[config.mk]
export PLATFORM = sky130hd
export DESIGN_NAME = command_behavior_config_reg
export DESIGN_NICKNAME = d
export VERILOG_FILES = /design/src/common/cmd_cfg_pkg.sv /design/src/command_behavior_config_reg.sv
export SDC_FILE = /design/constraint.sdc
export NUM_CORES = 1
export LEC_CHECK = 0
export BUFFER_PORTS_ARGS = -buffer_cell sky130_fd_sc_hd__clkbuf_2
export CORE_MARGIN = 3
export CORE_UTILIZATION = 42
export DETAILED_ROUTE_END_ITERATION = 8
export GPL_TIMING_DRIVEN = 1
export PLACE_DENSITY = 0.95
export SYNTH_ARGS = -nofsm -noshare
export SYNTH_HDL_FRONTEND = slang
export SYNTH_SLANG_ARGS = --single-unit
[constraint.sdc]
create_clock -name ref_clk_in -period 4.5 [get_ports ref_clk_in]
set_input_delay 0.45 -clock ref_clk_in [delete_from_list [all_inputs] [get_ports ref_clk_in]]
set_output_delay 0.45 -clock ref_clk_in [all_outputs]
set_load 0.005 [all_outputs]
[src/common/cmd_cfg_pkg.sv]
package cmd_cfg_pkg;

  // Register addresses used with the generic read/write commands (arbitrary placement)
  localparam logic [23:0] NV_REG_ADDR       = 24'h000004;
  localparam logic [23:0] V_REG_ADDR        = 24'h800004;

  // Command opcodes
  localparam logic [7:0]  CMD_REG_READ      = 8'h65;
  localparam logic [7:0]  CMD_REG_WRITE     = 8'h71;
  localparam logic [7:0]  CMD_LEGACY_RESET  = 8'hF0;
  localparam logic [7:0]  CMD_RESET_ENABLE  = 8'h66;
  localparam logic [7:0]  CMD_RESET         = 8'h99;

  // Field positions
  localparam int          BIT_BLANK_CHECK   = 5;
  localparam int          BIT_BUF_WRAP      = 4;
  localparam int          BIT_SMALL_SECT    = 3;
  localparam int          BIT_LEGACY_RESET  = 0;
  localparam logic [7:0]  DEFINED_MASK      = 8'h39;

  // Delivered (factory) value of the non-volatile copy
  localparam logic [7:0]  NV_RESET_VALUE    = 8'h00;

  // Page buffer sizes
  localparam logic [8:0]  PAGE_MASK_SMALL   = 9'h0FF;
  localparam logic [8:0]  PAGE_MASK_LARGE   = 9'h1FF;

  // Small-sector overlay span: 32 KB as a byte address width
  localparam int          OVERLAY_BITS      = 15;

  // Erase command kinds
  typedef enum logic [1:0] {
    ERASE_PARAM,
    ERASE_SECTOR,
    ERASE_BULK
  } erase_kind_type;

  // Command channel from the serial front end
  typedef struct packed {
    logic        valid;
    logic [7:0]  opcode;
    logic [23:0] addr;
    logic [7:0]  wdata;
  } cmd_req_type;

  // Register read reply
  typedef struct packed {
    logic        valid;
    logic [7:0]  rdata;
    logic        err;
  } cmd_rsp_type;

  // Erase request and the engine answers that blank check needs
  typedef struct packed {
    logic           start;
    erase_kind_type kind;
    logic           last_erase_ok;
  } erase_req_type;

  typedef struct packed {
    logic blank_done;
    logic blank_found_zero;
  } blank_rsp_type;

  // Erase engine commands
  typedef struct packed {
    logic blank_read_start;
    logic erase_start;
    logic skipped;
  } erase_ctl_type;

endpackage : cmd_cfg_pkg

[src/command_behavior_config_reg.sv]
`timescale 1ns/10ps

module command_behavior_config_reg (
  // Clock and resets
  input  wire logic                       ref_clk_in,
  input  wire logic                       rst_in,
  input  wire logic                       hw_reset_in,
  // Decoded commands from the serial front end
  input  wire cmd_cfg_pkg::cmd_req_type   cmd_in,
  // Erase engine request and blank-read answers
  input  wire cmd_cfg_pkg::erase_req_type erase_in,
  input  wire cmd_cfg_pkg::blank_rsp_type blank_in,
  // Addresses to wrap and classify
  input  wire logic [8:0]                 buf_addr_in,
  input  wire logic                       top_param_in,
  input  wire logic [31:0]                array_addr_in,
  // Register read answers
  output cmd_cfg_pkg::cmd_rsp_type        rsp_out,
  // Erase engine control
  output cmd_cfg_pkg::erase_ctl_type      erase_ctl_out,
  output logic                            erase_busy_out,
  // Wrapped and classified addresses
  output logic [8:0]                      buf_addr_out,
  output logic                            small_sector_hit_out,
  // Reset pulse and the working copy
  output logic                            soft_reset_out,
  output logic [7:0]                      cfg_volatile_out
);

  // Erase sequencer states
  typedef enum logic [1:0] {
    ST_IDLE,
    ST_BLANK_READ,
    ST_ERASE
  } erase_state_type;

  typedef struct packed {
    // Boot copy and working copy of the register
    logic [7:0]                 nv;
    logic [7:0]                 vol;
    // Set by 66h, used by a directly following 99h
    logic                       reset_armed;
    erase_state_type            est;
    // Registered outputs
    cmd_cfg_pkg::cmd_rsp_type   rsp;
    cmd_cfg_pkg::erase_ctl_type ectl;
    logic                       busy;
    logic [8:0]                 baddr;
    logic                       ss_hit;
    logic                       sreset;
  } state_type;

  state_type state_r;
  state_type state_nxt;

  // Next-state logic for the whole block
  always_comb begin
    // Command decode
    logic        op_read;
    logic        op_write;
    logic        op_legacy;
    logic        op_arm;
    logic        op_fire;
    logic        sel_nv;
    logic        sel_vol;

    // Reset decode
    logic        legacy_rst;
    logic        seq_rst;
    logic        any_rst;

    // Erase qualifiers
    logic        check_on;
    logic        last_ok;

    // Write data
    logic [7:0]  wmask;
    logic [7:0]  vol_wr;

    // Datapath
    logic [8:0]  wrap_mask;
    logic [16:0] hi_bits;
    logic        in_top;
    logic        in_bottom;
    logic        hybrid;
    // Every local starts from a known value so no path leaves a latch
    op_read    = 1'b0;
    op_write   = 1'b0;
    op_legacy  = 1'b0;
    op_arm     = 1'b0;
    op_fire    = 1'b0;
    sel_nv     = 1'b0;
    sel_vol    = 1'b0;
    legacy_rst = 1'b0;
    seq_rst    = 1'b0;
    any_rst    = 1'b0;
    check_on   = 1'b0;
    last_ok    = 1'b0;
    wmask      = 8'h00;
    vol_wr     = 8'h00;
    wrap_mask  = 9'h000;
    hi_bits    = 17'h00000;
    in_top     = 1'b0;
    in_bottom  = 1'b0;
    hybrid     = 1'b0;
    state_nxt  = state_r;
    // Pulse outputs fall back to zero unless set below
    state_nxt.rsp    = '0;
    state_nxt.ectl   = '0;
    state_nxt.sreset = 1'b0;

    // Opcode decode; only a valid command counts
    // Reads and writes share one address decode below
    if (cmd_in.valid) begin
      unique case (cmd_in.opcode)
        cmd_cfg_pkg::CMD_REG_READ:     op_read   = 1'b1;
        cmd_cfg_pkg::CMD_REG_WRITE:    op_write  = 1'b1;
        cmd_cfg_pkg::CMD_LEGACY_RESET: op_legacy = 1'b1;
        cmd_cfg_pkg::CMD_RESET_ENABLE: op_arm    = 1'b1;
        cmd_cfg_pkg::CMD_RESET:        op_fire   = 1'b1;
        // Other commands belong to other blocks and are let pass
        default:                       op_read   = 1'b0;
      endcase
    end

    // Address decode of the two copies; any other address is refused
    sel_nv  = (cmd_in.addr == cmd_cfg_pkg::NV_REG_ADDR);
    sel_vol = (cmd_in.addr == cmd_cfg_pkg::V_REG_ADDR);

    // Single-byte reset honoured only while the working copy enables it
    legacy_rst = op_legacy && state_r.vol[cmd_cfg_pkg::BIT_LEGACY_RESET];
    // Pair form ignores the enable bit
    seq_rst = op_fire && state_r.reset_armed;
    // Any command other than the enable disarms, so 99h must follow 66h directly
    if (cmd_in.valid) begin
      state_nxt.reset_armed = op_arm;
    end
    // A hardware reset request counts as well; each high cycle reloads
    any_rst = legacy_rst | seq_rst | hw_reset_in;

    // Reserved positions are dropped before any copy is touched
    wmask = cmd_in.wdata & cmd_cfg_pkg::DEFINED_MASK;
    vol_wr = wmask;
    // Layout bit follows only the OTP bit; a stray write cannot split the copies
    // A host that keeps the rule sees no difference
    vol_wr[cmd_cfg_pkg::BIT_SMALL_SECT] = state_r.vol[cmd_cfg_pkg::BIT_SMALL_SECT];

    // Register reads; a reset in the same cycle wins and the read is dropped
    // The answer is registered, so it stands one cycle after the command
    if (op_read && !any_rst) begin
      state_nxt.rsp.valid = 1'b1;
      if (sel_nv) begin
        state_nxt.rsp.rdata = state_r.nv & cmd_cfg_pkg::DEFINED_MASK;
      end else if (sel_vol) begin
        state_nxt.rsp.rdata = state_r.vol & cmd_cfg_pkg::DEFINED_MASK;
      end else begin
        // Unmapped address: flagged, data left at zero
        state_nxt.rsp.err = 1'b1;
      end
    end

    // Register writes; good writes are silent, unmapped ones report an error
    // A good write lands at the next edge
    if (op_write && !any_rst) begin
      if (sel_nv) begin
        // OTP: a bit can only be set away from its delivered zero, never cleared
        state_nxt.nv = state_r.nv | wmask;
      end else if (sel_vol) begin
        state_nxt.vol = vol_wr;
      end else begin
        state_nxt.rsp.valid = 1'b1;
        state_nxt.rsp.err   = 1'b1;
      end
    end

    // Blank-check qualifiers, taken with the erase request
    // A failed history skips the blank read entirely
    check_on = state_r.vol[cmd_cfg_pkg::BIT_BLANK_CHECK];
    last_ok  = erase_in.last_erase_ok;

    // Reload working copy; any erase in flight is abandoned
    // Reserved bits of the boot copy never reach the working copy
    if (any_rst) begin
      state_nxt.vol = state_r.nv & cmd_cfg_pkg::DEFINED_MASK;
      state_nxt.sreset = legacy_rst | seq_rst;
      state_nxt.reset_armed = 1'b0;
      state_nxt.est = ST_IDLE;
      state_nxt.busy = 1'b0;
    end else begin
      // Erase sequencing; the three erase kinds share one path
      unique case (state_r.est)
        ST_IDLE: begin
          if (erase_in.start) begin
            state_nxt.busy = 1'b1;
            if (check_on && last_ok) begin
              // Good history: read first, erase only if something is programmed
              state_nxt.ectl.blank_read_start = 1'b1;
              state_nxt.est = ST_BLANK_READ;
            end else begin
              // Disabled check, or a failed previous erase: erase right away
              state_nxt.ectl.erase_start = 1'b1;
              state_nxt.est = ST_ERASE;
            end
          end
        end
        ST_BLANK_READ: begin
          // A found zero beats a done in the same cycle
          if (blank_in.blank_found_zero) begin
            state_nxt.ectl.erase_start = 1'b1;
            state_nxt.est = ST_ERASE;
          end else if (blank_in.blank_done) begin
            state_nxt.ectl.skipped = 1'b1;
            state_nxt.busy = 1'b0;
            state_nxt.est = ST_IDLE;
          end
        end
        ST_ERASE: begin
          // The engine's completion is reported as blank_done as well
          // Erase timing belongs to the engine; this block only waits
          if (blank_in.blank_done) begin
            state_nxt.busy = 1'b0;
            state_nxt.est = ST_IDLE;
          end
        end
        default: begin
          // Unused state code: drop back to idle rather than lock up
          state_nxt.busy = 1'b0;
          state_nxt.est = ST_IDLE;
        end
      endcase
    end

    // Wrap point: 256 bytes unless the working copy selects the full buffer
    // Masking instead of a carry keeps the wrap free of an adder
    if (state_r.vol[cmd_cfg_pkg::BIT_BUF_WRAP]) begin
      wrap_mask = cmd_cfg_pkg::PAGE_MASK_LARGE;
    end else begin
      wrap_mask = cmd_cfg_pkg::PAGE_MASK_SMALL;
    end
    // Registered, so the wrapped address trails the raw one by a cycle
    state_nxt.baddr = buf_addr_in & wrap_mask;

    // Overlay region: bits above 32 KB all ones at the top, all zero at the bottom
    // Top or bottom placement comes from the parameter location select
    hi_bits   = array_addr_in[31:cmd_cfg_pkg::OVERLAY_BITS];
    in_top    = &hi_bits;
    in_bottom = (hi_bits == 17'h00000);
    hybrid    = !state_r.vol[cmd_cfg_pkg::BIT_SMALL_SECT];
    // Uniform layout removes the 4 KB sectors, so nothing is a hit
    if (!hybrid) begin
      state_nxt.ss_hit = 1'b0;
    end else if (top_param_in) begin
      state_nxt.ss_hit = in_top;
    end else begin
      state_nxt.ss_hit = in_bottom;
    end
  end

  // State register; reset is synchronous like every other input
  always_ff @(posedge ref_clk_in) begin
    if (rst_in) begin
      // Power-on: the part comes up as delivered, reserved bits at zero
      state_r <= '0;
      state_r.nv <= cmd_cfg_pkg::NV_RESET_VALUE;
      // Working copy starts as a copy of the delivered boot copy
      state_r.vol <= cmd_cfg_pkg::NV_RESET_VALUE;
      state_r.est <= ST_IDLE;
    end else begin
      state_r <= state_nxt;
    end
  end

  // Register answer and erase control, straight from the state register
  assign rsp_out              = state_r.rsp;
  assign erase_ctl_out        = state_r.ectl;
  assign erase_busy_out       = state_r.busy;

  // Datapath results, one cycle behind their inputs
  assign buf_addr_out         = state_r.baddr;
  assign small_sector_hit_out = state_r.ss_hit;

  // Reset pulse and the working copy
  assign soft_reset_out       = state_r.sreset;
  assign cfg_volatile_out     = state_r.vol;

endmodule : command_behavior_config_reg

==> results.yml, run 1 <==
status:
  status: "finished clean"
sta:
  maxSlewHeadroom_pct: 58.1
  max_freq_mhz: 533
  fin_setup_tns_ns: 0
  finalSetupViolCount: 0
  skew_ns: 0.00521
  finalHoldViolCount: 0
  period_share_pct: 41.7
  slew_violations: 0
  worstMarginPinSlew_ns: 0.626
  rsz0062_at_grt: "false"
  period_minus_slack_ns: 1.88
global_route:
  grt-ovfl-total: 0
  track_usage_pct: 16.5
  grt_max_degree: 15
  met2_usage_pct: 27.6
  grt_pass1_wl_um: 5730
  grt_pass1_vias: 1380
  met1_usage_pct: 19.2
  grt-busiest-layer: "met2"
  antenna_found_initial: 0
  grt_use_met3_pct: 6.91
critical_path:
  rr_startpoint: "cfg_volatile_out[0]$_SDFFE_PP0P_"
  cp-start-kind: "primary input"
  cp_cell_sequence: "clkbuf_2 > nor4bb_1 > a22o_1 > a311o_1 > nor4_4 > a22o_1"
  worstSetupPathType: "in2reg"
  crit_buf_inv: 1
  critPathSlowestCell: "a311o_1"
  end_kind: "register"
  critPathMaxStageDelay_ns: 0.51
  worstPathArrival_ns: 2.10
  required_ns: 4.72
  crit_fanout: 14
  crit_top_cell: "a22o_1"
  crit_family: "compound AO/OA/AOI/OAI gates"
  worstSetupStartpoint: "cmd_in[32]"
synth:
  synth-async-reset-ratio_pct: 0
  synth_top_area_share_pct: 41.2
  ys.flop_type: "dfxtp_1"
  synth-seq-area-share_pct: 41.2
  netlist_area_um2: 1560
  synth_seq_cells: 32
  ys_top_cells_by_area: "dfxtp_1 (41%), buf_4 (14%), nor4_1 (5.6%), mux2i_1 (5.1%), nor2b_1 (4.0%)"
  synth-edff-count: 0
  yosys_warnings: 0
  ys_types: 33
  synth_cells: 168
  syn_avg_cell_area_um2: 9.26
  yosysTopAreaCell: "dfxtp_1"
die:
  die_w_um: 66.9
  io_pins: 125
  chipHeight_um: 66.9
  rows: 21
  initial_core_util_pct: 45.2
  core_um2: 3440
  dieArea_um2: 4470
pwr:
  power_mw: 0.629
  sequentialPowerShare_pct: 46.7
  switchingPower_mw: 0.139
  switching_share_pct: 22.1
  p_per_area_nw_per_um2: 318
  p_clk_share_pct: 42.7
  p_int_mw: 0.490
  ir_worst_vdd_mv: 0.169
  leakage_nw: 0.927
  p_comb_share_pct: 10.6
detailed_routing:
  drc_errors: 0
  vias: 1431
  routed_wl_um: 3510
  postRouteAntennaNets: 0
  drtIter0Drc: 61
  viasPerCell: 4.97
  dr.pass1.iters: 4
  wl_per_cell_um: 12.2
clock_tree:
  cts_inserted_buffers: 5
  cts.sinks: 32
  clk_latency_ns: 0.28
  cts.repair.resized: 0
  cts_htree_levels: 2
  root_buffer: "clkbuf_8"
  cts_buffer_depth: 2
  cts_tree: "yes"
  cts_setup_buffers: 0
  hold_buffers: 0
  path_clk_slew_ns: 0.06
run:
  drv_cap: 0
place:
  portBuffers: 95
  hpwl_um: 2930
  dp_cells: 280
  gp_congestion: 0.749
cells_and_area:
  drive_above_1_share_pct: 45.0
  diodes: 0
  final_nets: 333
  fin_util_pct: 57.5
  nFillCells: 320
  syn2layout_area_growth_pct: 27.1
  final_cell_count_no_fill: 288
hold_path:
  min_path_type: "in2reg"
  min-delay-start: "buf_addr_in[2]"
[power by group through the flow]
stage / logic [mW] / registers, mW / clock network, mW
after floorplan: 0.0371 / 0.298 / 0
after global placement: 0.0649 / 0.300 / 0
after detailed placement: 0.0668 / 0.300 / 0
after CTS: 0.0669 / 0.294 / 0.276
after global routing: 0.0757 / 0.294 / 0.291
final: 0.0666 / 0.294 / 0.268
[cell families (layout without fill, tap and decap cells)]
family / count (synthesis) / in the layout / share of synthesized area [%]
DFF: 32 / 32 / 41.2
muxes: 8 / 8 / 5.14
and+or+nand+nor: 65 / 65 / 27.5
AOI/OAI and AO/OA: 23 / 23 / 9.24
other: 1 / 8 / 0.241
buffers and inverters: 39 / 106 / 16.7
[path summary, 6_finish.rpt]
path / end / slack, ns / cells past startpoint
worst max-delay path: state_r[40]$_SDFFE_PP0P_ / 2.62 / 6
worst min-delay path: buf_addr_out[2]$_SDFF_PP0_ / 0.38 / 2
worst max register to register: state_r[40]$_SDFFE_PP0P_ / 2.64 / 5
worst min register to register: erase_busy_out$_SDFFE_PP0P_ / 0.49 / 2
[layer usage]
layer	part of all wire, %	vias up
li1	-	719
met1	41	640
met2	48	66
met3	10	6
met4	1.1	0
met5	0	-
[flip-flops by register name, indices dropped and copies added, names as in the netlist]
register / cells
buf_addr_out: 9
cfg_volatile_out: 4
erase_busy_out: 1
erase_ctl_out: 3
rsp_out: 6
small_sector_hit_out: 1
soft_reset_out: 1
state_r: 7
[layout by cell type (no fill, tap or decap), types with 4 or more instances in the layout]
master and instances:
a21oi_1 10, o21ai_0 4, clkbuf_8 5, clkbuf_2 95
nor2_1 6, dfxtp_1 32, nand4_1 6, nor4_1 14
a22o_1 5, mux2i_1 8, nand2_1 4, conb_1 8
nor2b_1 10, nor3_1 5
[cells in the mapped netlist (3+ instances only)]
library cell,n
nor4_1,14
nand4_1,6
nor2_1,6
inv_1,3
o21ai_0,4
nor2b_1,10
dfxtp_1,32
a21oi_1,10
a22o_1,5
nand3b_1,3
nor3_1,5
mux2i_1,8
buf_4,30
clkbuf_1,4
nand3_1,3
nand2_1,4
[cell type report]
type	count	area, um2	share of cell area, %
multi-input cells	104	682	34.5
clock inverters	3	42.5	2.15
repair buffers	95	475	24.0
inverters	3	11.3	0.569
clock buffers	5	68.8	3.48
well taps	46	57.6	2.91
flip-flops and latches	32	641	32.4
[stage by stage]
| step | worst slack (ns) | hold WS, ns | instance area [um2] |
|---|---|---|---|
| 2_1_floorplan | 2.67 | 0.445 | 1580 |
| 3_3_place_gp | 2.38 | 0.466 | 1870 |
| 3_5_place_dp | 2.35 | 0.473 | 1870 |
| 4_1_cts | 2.64 | 0.371 | 1980 |
| 5_1_grt | 2.50 | 0.379 | 1980 |
| 6_report | 2.62 | 0.379 | 1980 |
No activity file was read; power rests on OpenSTA's default activity.
==> run 2: changes to the inputs <==
ABC_AREA = 1   (was default)
CORE_UTILIZATION = 40   (was 42)
PLACE_DENSITY = 0.9   (was 0.95)
clock period = 1.8 ns   (was 4.5 ns; I/O delays follow)
==> results.yml, run 2 <==
status:
  status: "finished clean"
clock_tree:
  path_clk_slew_ns: 0.06
  cts_inserted_buffers: 5
  cts_setup_buffers: 0
  clk_latency_ns: 0.28
  cts_htree_levels: 2
  cts_buffer_depth: 2
  hold_buffers: 0
  cts_tree: "yes"
  cts.repair.resized: 0
  root_buffer: "clkbuf_8"
  cts.sinks: 32
critical_path:
  cp.depth: 10
  worstPathArrival_ns: 1.63
  worstSetupPathType: "reg2reg"
  required_ns: 2.01
  cp_cell_sequence: "nand2_1 > inv_1 > nand2_1 > nand2_1 > nand3_2 > nand2_4 > inv_4 > nand2_4 > or2_4 > nor2_1"
  r2r_cells: 10
  critPathSlowestCell: "dfxtp_1"
  worstSetupStartpoint: "cfg_volatile_out[0]$_SDFFE_PP0P_"
  crit_buf_inv: 2
  crit_family: "simple AND/OR/NAND/NOR gates"
  cp-start-kind: "register"
  critPathMaxStageDelay_ns: 0.34
  crit_fanout: 9
  crit_top_cell: "nand2_1"
  end_kind: "register"
  rr_startpoint: "cfg_volatile_out[0]$_SDFFE_PP0P_"
global_route:
  grt_pass1_wl_um: 6090
  grt_max_degree: 18
  grt_pass1_vias: 1557
  grt-ovfl-total: 0
  antenna_found_initial: 0
  track_usage_pct: 14.7
synth:
  syn_avg_cell_area_um2: 6.84
  synth_seq_cells: 32
  synth_common_cells: "nor2_1 (59), nand2_1 (38), dfxtp_1 (32), buf_4 (30), inv_1 (29)"
  synth-edff-count: 0
  synth-seq-area-share_pct: 37.6
  synth_top_area_share_pct: 37.6
  netlist_area_um2: 1700
  ys_types: 26
  yosys_warnings: 0
  ys_top_cells_by_area: "dfxtp_1 (38%), buf_4 (13%), nor2_1 (13%), nand2_1 (8.4%), inv_1 (6.4%)"
  synth_cells: 249
  ys.flop_type: "dfxtp_1"
  yosysTopAreaCell: "dfxtp_1"
  synth-async-reset-ratio_pct: 0
  synth_most_common_cell: "nor2_1"
cells_and_area:
  multi_input_area_um2: 729
  seq_area_um2: 641
  layout_commonest_cell: "clkbuf_2"
  final_nets: 418
  largest_reg_flops: 9
  final_cell_mix: "clkbuf_2 (95), nor2_1 (59), nand2_1 (38), dfxtp_1 (32), inv_1 (29)"
  drive_above_1_share_pct: 34.6
  syn2layout_area_growth_pct: 24.7
  diodes: 0
  finalInstanceArea_um2: 2130
  fin_util_pct: 52.4
  nFillCells: 409
hold_path:
  min-delay-start: "buf_addr_in[4]"
  whs_path_depth: 3
  min_path_type: "in2reg"
pwr:
  p_clk_share_pct: 36.9
  sequentialPowerShare_pct: 49.6
  switchingPower_mw: 0.353
  p_int_mw: 1.14
  ir_worst_vdd_mv: 0.220
  p_comb_share_pct: 13.5
  leakage_nw: 1.10
  switching_share_pct: 23.7
  p_per_area_nw_per_um2: 701
place:
  place_area_um2: 2040
  portBuffers: 95
  gp_congestion: 0.789
  hpwl_um: 3060
sta:
  rsz0062_at_grt: "false"
  period_share_pct: 78.9
  slew_violations: 0
  max_freq_mhz: 704
  fin_setup_tns_ns: 0
  period_minus_slack_ns: 1.42
  finalHoldViolCount: 0
  finalSetupViolCount: 0
  skew_ns: 0.00627
die:
  core_um2: 4060
  initial_core_util_pct: 42.0
  rows: 23
  dieArea_um2: 5080
  io_pins: 125
  chipHeight_um: 71.3
  die_w_um: 71.3
run:
  drv_cap: 0
detailed_routing:
  wl_per_cell_um: 10.0
  routed_wl_um: 3770
  vias: 1692
  drtIter0Drc: 50
  dr.pass1.iters: 4
  viasPerCell: 4.49
  drc_errors: 0
  postRouteAntennaNets: 0
==> run 2: cell types whose count changed in the layout (fill, tap and decap cells not counted), moves of 3 or more <==
cell / change
nor2_1: +53
nand2_1: +34
inv_1: +26
nor4_1: -11
nor2b_1: -10
mux2i_1: -8
a22o_1: -5
nand3_1: +4
o21ai_0: -4
nand4_1: +3
nor2_2: +3
==> run 2: path summary, 6_finish.rpt <==
kind	to	slack, ns
worst min-delay path	buf_addr_out[4]$_SDFF_PP0_	0.09
worst min register to register	state_r[36]$_SDFFE_PP0P_	0.48
worst max-delay path	rsp_out[6]$_SDFF_PP0_	0.38
worst max register to register	rsp_out[6]$_SDFF_PP0_	0.38
==> run 2: layer usage <==
metal	track usage, %	share of wire (%)
met1	16.1	40
met2	26.1	49
met3	4.07	7.7
met4	6.68	2.7
met5	0	0
==> run 2: area by class of cell <==
class                      count  share of cell area (%)
clock buffer                   8                    4.24
tap                           50                    2.94
timing repair buffer          95                    22.4
inverter                      33                    6.00
multi-input combinational    159                    34.3
sequential                    32                    30.1
==> run 2: tightest hold or removal path: stages <==
cell	delay, ns
clkbuf_2	0.08
inv_1	0.04
nor2_1	0.03
==> run 2: kinds of logic (layout without fill, tap and decap cells) <==
logic type             count (synthesis)  count (layout)  synth area share, %
AO/OA/AOI/OAI                         19              19                 6.53
AND/OR/NAND/NOR                      132             132                 34.5
flip-flops                            32              32                 37.6
other                                  1               8                0.220
buffers and inverters                 65             136                 21.1
==> run 2: power by group through the flow <==
stage / Sequential (mW) / Combinational, mW / Clock, mW
floorplan: 0.752 / 0.122 / 0
global route: 0.741 / 0.229 / 0.600
global placement: 0.754 / 0.195 / 0
detailed placement: 0.755 / 0.201 / 0
CTS: 0.739 / 0.202 / 0.566
finish: 0.740 / 0.201 / 0.550
==> run 2: per-stage QoR <==
| step | total power, mW | hold slack (ns) | instances | setup slack [ns] |
|---|---|---|---|---|
| global placement | 0.949 | 0.374 | 369 | 0.451 |
| finish | 1.49 | 0.0896 | 377 | 0.380 |
| detailed placement | 0.956 | 0.377 | 369 | 0.405 |
| global route | 1.57 | 0.0848 | 377 | 0.285 |
| floorplan | 0.873 | 0.287 | 256 | 0.613 |
| CTS | 1.51 | 0.0824 | 377 | 0.373 |
